[src/verilog/lin_wake_map.svh]
// How it works
// Sleep/Stop accept bus, local, mode-select wakes.
// Bus or local wake enters Stand-By.
// Bus wake needs fall then long dominant.
// Bus wake takes effect on next rise.
// Long low on local input wakes device.
// Short local low pulse is ignored.
// Stand-By shows wake source on data pins.
// Long mode-select high goes straight to Normal.
// Mode-select wake gives no source indication.
// Undriven mode-select reads as low.
// Power-up starts in Stand-By.
// Power-up shows receive high, transmit low.
// Driver overheat disables transmitter, keeps receiver.
// Driver cools, transmitter enabled again.
// Driver overheat never changes the mode.
// Regulator overheat switches output off, then on.
// Bus wake: rx low tx high; local: both low.
// Local wake filter between 30 and 150 us.
// Mode filter between 50 and 150 us.
// Source indication only in Stand-By.
// Filter counters restart when input drops early.
`ifndef LIN_WAKE_MAP_SVH
`define LIN_WAKE_MAP_SVH

`define CLK_FREQ_HZ 125000000
`define HZ_PER_MHZ 1000000
`define TICK_CYCLES (`CLK_FREQ_HZ / `HZ_PER_MHZ)
`define LOCAL_WAKE_FILTER_US 30
`define MODE_CHANGE_FILTER_US 50
`define BUS_WAKE_FILTER_US 30
`define FILTER_CNT_W 8

`endif

[src/verilog/lin_wake_pkg.sv]
package lin_wake_pkg;
  typedef enum logic [1:0] {MODE_STANDBY, MODE_NORMAL, MODE_STOP, MODE_SLEEP} op_mode_t;
  typedef enum logic [1:0] {SRC_POWER, SRC_BUS, SRC_LOCAL, SRC_NONE} wake_src_t;
endpackage

[src/verilog/pin_sync.sv]
`timescale 1ns/100ps
`default_nettype none
module pin_sync #(
  parameter int WIDTH = 1
) (
  input wire logic clk,
  input wire logic rst_n,
  input wire logic [WIDTH-1:0] d,
  output logic [WIDTH-1:0] q
);
  logic [WIDTH-1:0] meta_reg;

  initial begin
    if (WIDTH < 1) $error("pin_sync: WIDTH must be at least 1");
  end

  always_ff @(posedge clk or negedge rst_n) begin
    if (!rst_n) begin
      meta_reg <= '0;
      q <= '0;
    end else begin
      meta_reg <= d;
      q <= meta_reg;
    end
  end
endmodule
`default_nettype wire

[src/verilog/duration_filter.sv]
`timescale 1ns/100ps
`default_nettype none
module duration_filter #(
  parameter int CNT_W = 8,
  parameter int LIMIT_TICKS = 30
) (
  input wire logic clk,
  input wire logic rst_n,
  input wire logic tick,
  input wire logic enable,
  input wire logic level,
  output logic qualified
);
  // The level must outlast LIMIT_TICKS whole ticks, so one extra tick is required.
  localparam logic [CNT_W-1:0] TARGET = CNT_W'(LIMIT_TICKS + 1);
  logic [CNT_W-1:0] cnt_reg;
  logic [CNT_W-1:0] cnt_next;
  wire active = enable && level;

  initial begin
    if (LIMIT_TICKS < 1 || LIMIT_TICKS + 1 >= (1 << CNT_W)) begin
      $error("duration_filter: LIMIT_TICKS does not fit CNT_W");
    end
  end

  assign cnt_next = !active ? '0 :
    ((tick && cnt_reg != TARGET) ? cnt_reg + 1'b1 : cnt_reg);
  assign qualified = active && (cnt_reg == TARGET);

  always_ff @(posedge clk or negedge rst_n) begin
    if (!rst_n) cnt_reg <= '0;
    else cnt_reg <= cnt_next;
  end
endmodule
`default_nettype wire

[src/verilog/lin_wake_ctrl.sv]
`timescale 1ns/100ps
`default_nettype none
`include "lin_wake_map.svh"
module lin_wake_ctrl #(
  parameter int TICK_CYCLES = `TICK_CYCLES,
  parameter int LOCAL_FILTER_US = `LOCAL_WAKE_FILTER_US,
  parameter int MODE_FILTER_US = `MODE_CHANGE_FILTER_US,
  parameter int BUS_FILTER_US = `BUS_WAKE_FILTER_US
) (
  input wire logic clk,
  input wire logic reset_n,
  input wire logic bus_line,
  input wire logic local_wake_input,
  input wire logic mode_select,
  input wire logic bus_drv_overtemp,
  input wire logic reg_overtemp,
  input wire logic go_stop,
  input wire logic go_sleep,
  output lin_wake_pkg::op_mode_t op_mode,
  output logic bus_drv_enable,
  output logic bus_rx_enable,
  output logic regulator_enable,
  output logic rxd_out,
  output logic rxd_oe,
  output logic txd_out,
  output logic txd_oe
);
  initial begin
    if (TICK_CYCLES < 1) $error("lin_wake_ctrl: TICK_CYCLES must be positive");
    if (LOCAL_FILTER_US < 30 || LOCAL_FILTER_US > 150) begin
      $error("lin_wake_ctrl: local wake filter out of range");
    end
    if (MODE_FILTER_US < 50 || MODE_FILTER_US > 150) begin
      $error("lin_wake_ctrl: mode change filter out of range");
    end
  end

  // Reset is asserted at once and released through two flip-flops.
  logic rst_meta_reg;
  logic rst_n;
  always_ff @(posedge clk or negedge reset_n) begin
    if (!reset_n) begin
      rst_meta_reg <= 1'b0;
      rst_n <= 1'b0;
    end else begin
      rst_meta_reg <= 1'b1;
      rst_n <= rst_meta_reg;
    end
  end

  // Pin inputs pass two flip-flops. Bus and local wake pass inverted, so the
  // synchroniser's reset value reads as their idle high level and no false
  // falling edge follows reset. A floating mode-select is held low by the pad
  // pull-down and reads low from reset on, so nothing starts a mode change.
  logic [4:0] pins_s;
  pin_sync #(.WIDTH(5)) u_pin_sync (
    .clk(clk),
    .rst_n(rst_n),
    .d({~bus_line, ~local_wake_input, mode_select, bus_drv_overtemp, reg_overtemp}),
    .q(pins_s)
  );
  wire bus_s = !pins_s[4];
  wire wake_s = !pins_s[3];
  wire mode_sel_high = (pins_s[2] == 1'b1);
  wire drv_ot_s = pins_s[1];
  wire reg_ot_s = pins_s[0];

  // One-microsecond timebase for the duration filters.
  localparam int TICK_W = $clog2(TICK_CYCLES + 1);
  localparam logic [TICK_W-1:0] TICK_LAST = TICK_W'(TICK_CYCLES - 1);
  logic [TICK_W-1:0] div_reg;
  wire tick = (div_reg == TICK_LAST);
  always_ff @(posedge clk or negedge rst_n) begin
    if (!rst_n) div_reg <= '0;
    else div_reg <= tick ? '0 : div_reg + 1'b1;
  end

  lin_wake_pkg::op_mode_t mode_reg;
  lin_wake_pkg::op_mode_t mode_next;
  lin_wake_pkg::wake_src_t src_reg;
  lin_wake_pkg::wake_src_t src_next;

  wire low_power = (mode_reg == lin_wake_pkg::MODE_SLEEP) ||
    (mode_reg == lin_wake_pkg::MODE_STOP);
  wire standby = (mode_reg == lin_wake_pkg::MODE_STANDBY);
  wire normal = (mode_reg == lin_wake_pkg::MODE_NORMAL);

  // Edge tracking: a wake only counts a low level that began with a falling edge
  // seen while in a low-power mode.
  logic bus_prev_reg;
  logic wake_prev_reg;
  logic bus_edge_reg;
  logic wake_edge_reg;
  logic bus_armed_reg;
  wire bus_fall = bus_prev_reg && !bus_s;
  wire bus_rise = !bus_prev_reg && bus_s;
  wire wake_fall = wake_prev_reg && !wake_s;
  wire bus_edge_next = low_power && !bus_s && (bus_edge_reg || bus_fall);
  wire wake_edge_next = low_power && !wake_s && (wake_edge_reg || wake_fall);

  logic bus_q;
  logic local_q;
  logic mode_q;
  duration_filter #(.CNT_W(`FILTER_CNT_W), .LIMIT_TICKS(BUS_FILTER_US)) u_bus_filter (
    .clk(clk),
    .rst_n(rst_n),
    .tick(tick),
    .enable(low_power),
    .level(bus_edge_reg && !bus_s),
    .qualified(bus_q)
  );
  duration_filter #(.CNT_W(`FILTER_CNT_W), .LIMIT_TICKS(LOCAL_FILTER_US)) u_local_filter (
    .clk(clk),
    .rst_n(rst_n),
    .tick(tick),
    .enable(low_power),
    .level(wake_edge_reg && !wake_s),
    .qualified(local_q)
  );
  duration_filter #(.CNT_W(`FILTER_CNT_W), .LIMIT_TICKS(MODE_FILTER_US)) u_mode_filter (
    .clk(clk),
    .rst_n(rst_n),
    .tick(tick),
    .enable(low_power || standby),
    .level(mode_sel_high),
    .qualified(mode_q)
  );

  // A qualified bus wake waits for the bus to return recessive.
  wire bus_armed_next = low_power && (bus_armed_reg || bus_q);
  wire bus_fire = low_power && bus_armed_reg && bus_rise;
  wire local_fire = low_power && local_q;

  // Mode-select wins over a simultaneous bus or local wake. The overtemperature
  // inputs are deliberately absent here.
  always_comb begin
    mode_next = mode_reg;
    src_next = src_reg;
    case (mode_reg)
      lin_wake_pkg::MODE_SLEEP, lin_wake_pkg::MODE_STOP: begin
        if (mode_q) begin
          mode_next = lin_wake_pkg::MODE_NORMAL;
          src_next = lin_wake_pkg::SRC_NONE;
        end else if (bus_fire) begin
          mode_next = lin_wake_pkg::MODE_STANDBY;
          src_next = lin_wake_pkg::SRC_BUS;
        end else if (local_fire) begin
          mode_next = lin_wake_pkg::MODE_STANDBY;
          src_next = lin_wake_pkg::SRC_LOCAL;
        end else if (mode_reg == lin_wake_pkg::MODE_STOP && go_sleep) begin
          mode_next = lin_wake_pkg::MODE_SLEEP;
        end
      end
      lin_wake_pkg::MODE_STANDBY: begin
        if (mode_q) mode_next = lin_wake_pkg::MODE_NORMAL;
      end
      lin_wake_pkg::MODE_NORMAL: begin
        if (go_stop) mode_next = lin_wake_pkg::MODE_STOP;
        else if (go_sleep) mode_next = lin_wake_pkg::MODE_SLEEP;
      end
      default: begin
        mode_next = lin_wake_pkg::MODE_STANDBY;
      end
    endcase
  end

  always_ff @(posedge clk or negedge rst_n) begin
    if (!rst_n) begin
      mode_reg <= lin_wake_pkg::MODE_STANDBY;
      src_reg <= lin_wake_pkg::SRC_POWER;
    end else begin
      mode_reg <= mode_next;
      src_reg <= src_next;
    end
  end

  always_ff @(posedge clk or negedge rst_n) begin
    if (!rst_n) begin
      bus_prev_reg <= 1'b1;
      wake_prev_reg <= 1'b1;
      bus_edge_reg <= 1'b0;
      wake_edge_reg <= 1'b0;
      bus_armed_reg <= 1'b0;
    end else begin
      bus_prev_reg <= bus_s;
      wake_prev_reg <= wake_s;
      bus_edge_reg <= bus_edge_next;
      wake_edge_reg <= wake_edge_next;
      bus_armed_reg <= bus_armed_next;
    end
  end

  // Source indication is driven only in Stand-By and only for a known source.
  wire indicate = standby && (src_reg != lin_wake_pkg::SRC_NONE);
  assign rxd_oe = indicate;
  assign txd_oe = indicate;
  assign rxd_out = indicate && (src_reg == lin_wake_pkg::SRC_POWER);
  assign txd_out = indicate && (src_reg == lin_wake_pkg::SRC_BUS);
  assign op_mode = mode_reg;
  assign bus_drv_enable = normal && !drv_ot_s;
  assign bus_rx_enable = normal;
  assign regulator_enable = (mode_reg != lin_wake_pkg::MODE_SLEEP) && !reg_ot_s;

  // Check-only counters of how many cycles the bus, local wake and mode-select inputs have stood at their active
  // level. They saturate rather than wrap, and let the filter-time assertions
  // below hold the filters to the configured durations independently.
  localparam int HOLD_W = 24;
  localparam logic [HOLD_W-1:0] HOLD_MAX = '1;
  localparam logic [HOLD_W-1:0] BUS_MIN = HOLD_W'(BUS_FILTER_US * TICK_CYCLES);
  localparam logic [HOLD_W-1:0] LOCAL_MIN = HOLD_W'(LOCAL_FILTER_US * TICK_CYCLES);
  localparam logic [HOLD_W-1:0] MODE_MIN = HOLD_W'(MODE_FILTER_US * TICK_CYCLES);
  logic [HOLD_W-1:0] bus_low_cnt_reg;
  logic [HOLD_W-1:0] wake_low_cnt_reg;
  logic [HOLD_W-1:0] mode_high_cnt_reg;
  wire logic [HOLD_W-1:0] bus_low_cnt_next = bus_s ? '0 :
    ((bus_low_cnt_reg == HOLD_MAX) ? HOLD_MAX : bus_low_cnt_reg + 1'b1);
  wire logic [HOLD_W-1:0] wake_low_cnt_next = wake_s ? '0 :
    ((wake_low_cnt_reg == HOLD_MAX) ? HOLD_MAX : wake_low_cnt_reg + 1'b1);
  wire logic [HOLD_W-1:0] mode_high_cnt_next = !mode_sel_high ? '0 :
    ((mode_high_cnt_reg == HOLD_MAX) ? HOLD_MAX : mode_high_cnt_reg + 1'b1);
  always_ff @(posedge clk or negedge rst_n) begin
    if (!rst_n) begin
      bus_low_cnt_reg <= '0;
      wake_low_cnt_reg <= '0;
      mode_high_cnt_reg <= '0;
    end else begin
      bus_low_cnt_reg <= bus_low_cnt_next;
      wake_low_cnt_reg <= wake_low_cnt_next;
      mode_high_cnt_reg <= mode_high_cnt_next;
    end
  end
endmodule
`default_nettype wire

[config.mk]
export PLATFORM = sky130hd
export DESIGN_NAME = lin_wake_ctrl
export DESIGN_NICKNAME = d
export VERILOG_FILES = /design/src/verilog/lin_wake_pkg.sv /design/src/verilog/pin_sync.sv /design/src/verilog/duration_filter.sv /design/src/verilog/lin_wake_ctrl.sv
export VERILOG_INCLUDE_DIRS = /design/src /design/src/verilog
export SDC_FILE = /design/constraint.sdc
export NUM_CORES = 1
export LEC_CHECK = 0
export BUFFER_PORTS_ARGS = -buffer_cell sky130_fd_sc_hd__buf_2
export CAP_MARGIN = 10
export CORE_MARGIN = 5
export CORE_UTILIZATION = 50
export DETAILED_ROUTE_END_ITERATION = 6
export GPL_TIMING_DRIVEN = 0
export HOLD_SLACK_MARGIN = 0.06
export PLACE_DENSITY_LB_ADDON = 0.25
export SKIP_CTS_REPAIR_TIMING = 1
export SLEW_MARGIN = 5
export SYNTH_ARGS = -nofsm -noshare
export SYNTH_HDL_FRONTEND = slang
export SYNTH_HIERARCHICAL = 1
export SYNTH_SLANG_ARGS = --single-unit
[constraint.sdc]
create_clock -name clk -period 2 [get_ports clk]
set_input_delay 0.1 -clock clk [delete_from_list [all_inputs] [get_ports clk]]
set_output_delay 0.1 -clock clk [all_outputs]
set_load 0.01 [all_outputs]
==> metrics.txt <==
status finished, final reports clean; reg-to-reg startpoint div_reg[4]; Via Count 1832; H-tree depth 2; Mapped Cells 229; hpwl dp 3120 um; Hold Path Origin go_stop; dpl ws -0.0786 ns; mapped cell area 2430 um^2; worst path required time 2.21 ns; CTS tree done; Yosys Warn Count 6; core area 4720 um^2; Period minus WS final 1.91 ns; clk_lat worst skew 0.30 ns; storage element area 1310 um^2; initial drt markers 142; cell area power density 645 nW/um^2; average via count per standard cell 5.55; Setup crit end kind flop; unrepaired setup endpoints after global routing no; Max Root-Sink Buffers 2; total gr overflow 0; Achievable Freq 525 MHz; DRC 0; Leak 0.00120 uW; initial core utilization 0.514; Top Ports 18; simple-gate area share of the yosys netlist 0.223; area of placed instances 2620 um^2; Mean Syn Cell Area 10.6 um^2; Min Hold Slack 0.0690 ns; WL per Instance 13.7 um; drt pass-1 iters 6; Final setup viols 0; R2R setup slack 0.09 ns; mux cell area share after synthesis 0.0247; ant diodes 0; # clock sinks 52; clock power share 0.377; largest family of logic cells by synthesized area simple AND/OR/NAND/NOR gates; Max Cap Viol 0; WP data arrival 2.12 ns; ys async rst share 1.00; largest net degree at the start of global routing 39; Synth Net Count 243; Power, Total 1830 uW; die width 79.7 um; number of distinct library cells after synthesis 49; clk slew on worst S/H paths 0.09 ns; Critical Path Start Type flop; Max rail drop VDD 752 uV; Routed Antenna Nets 0; Combinational Power Share 0.032; CP startpoint div_reg[4]; Rows 25; Worst Path Max Fanout 12; fin crit share 0.953; part of the power in registers 0.591; die area 6350 um^2; area of the multi-input gates 1070 um^2; FILL cells 386; Seq cells post-synth 52; Most used DFF post-synth dfrtp_1; GP Congestion 0.780; total track usage 0.156; P&R area growth vs syn 16.8%; Internal 1470 uW; Final WS setup 0.0948 ns; port buffer count 17; Die Y-Extent 79.7 um; register area share after synthesis 0.537; CTS root buf clkbuf_8; Synth Area in Compound Gates 0.144; CTS buffer count 5; WS Path Type flop to flop; sw power 362 uW; fin nets 276; share of layout cells above drive strength 1 0.179; number of synthesized flops with an enable pin 0; Synth Area in XOR/XNOR 0.0180; post-route design area 2840 um^2; vias in the first global route 1678; fin. max-slew vios 0; final WL 4530 um; Synth Area in Adders 0.0257; Worst Hold Class input port to flop; first-pass GRT wire length 7770 um; switching share of power 0.198; final hold vios 0; initial antenna violation count 0; final clock skew 0.0168 ns
-- cells by family (layout without fill, tap and decap cells) --
kind of cell / after synthesis / in the layout
AOI/OAI and AO/OA: 54 / 54
xor gates and xnor gates: 5 / 5
adders and majority gates: 5 / 5
buffers and inverters: 15 / 49
DFF: 52 / 52
muxes: 6 / 6
other: 1 / 1
and+or+nand+nor: 91 / 91
-- critical path, cell delays in order (launching register included) --
cell and delay [ns]:
dfrtp_1 0.40, and4_1 0.25, and3_4 0.23, buf_12 0.14
nand4_2 0.13, or4_1 0.51, a21oi_1 0.16
-- placed cells by master, fill, tap and decap left out, drive strengths merged, types with 6 or more instances in the layout --
cell         instances
a21oi               18
and2                 6
buf                 22
clkbuf              11
dfrtp               50
dlygate4sd3          6
inv                  9
mux2i                6
nand2               29
nand3                6
nand4               10
nor2                12
o21ai               12
-- worst paths after layout --
check                                            to  cells after the start
setup / recovery           u_mode_filter/cnt_reg[7]                      6
min in group asynchronous              rst_meta_reg                      2
max in group asynchronous              bus_prev_reg                      1
hold reg to reg            u_mode_filter/cnt_reg[0]                      0
hold / removal                           op_mode[0]                      3
setup reg to reg           u_mode_filter/cnt_reg[7]                      6
-- synth_stat cells, types with 5 or more instances --
cell      number  area [um^2]
a21oi_1       17         85.1
and2_1         6         37.5
dfrtp_1       50         1250
ha_1           5         62.6
inv_1          8         30.0
mux2i_1        6         60.1
nand2_1       29          109
nand2b_1       5         31.3
nand4_1        9         56.3
nor2_1        12         45.0
o21ai_0       11         55.1
or4_1          5         37.5
-- per-layer routing --
metal	part of all wire	track usage	routed length, um	up-vias
met3	0.025	0.0316	114	4
met5	0	0	0	-
met1	0.50	0.211	2260	908
li1	-	-	-	902
met4	0.010	0.0412	46	0
met2	0.47	0.255	2110	18
-- layout make-up --
type	instances	area share
Inverter	9	0.0119
Multi-Input combinational cell	162	0.376
Clock buffer	7	0.0269
Tap cell	67	0.0295
Sequential cell	52	0.460
Timing Repair Buffer	26	0.0696
Clock inverter	1	0.0106
Buffer	6	0.0154
-- power by group through the flow --
| stage | clock [uW] | sequential, uW | combinational, uW |
|---|---|---|---|
| 6_report | 691 | 1080 | 58.1 |
| 5_1_grt | 762 | 1080 | 68.4 |
| 4_1_cts | 713 | 1080 | 51.1 |
| 3_5_place_dp | 0 | 1100 | 51.1 |
| 3_3_place_gp | 0 | 1120 | 30.3 |
| 2_1_floorplan | 0 | 1110 | 17.4 |
-- stage by stage --
step | utilization | TNS [ns] | cells
after floorplan | - | 0 | 229
after global placement | 0.550 | -5.22 | 313
after detailed placement | 0.555 | -0.0786 | 314
after CTS | 0.577 | -0.137 | 322
after global routing | 0.601 | 0 | 330
final | 0.601 | 0 | 330
Power figures use the tool's default switching activity.
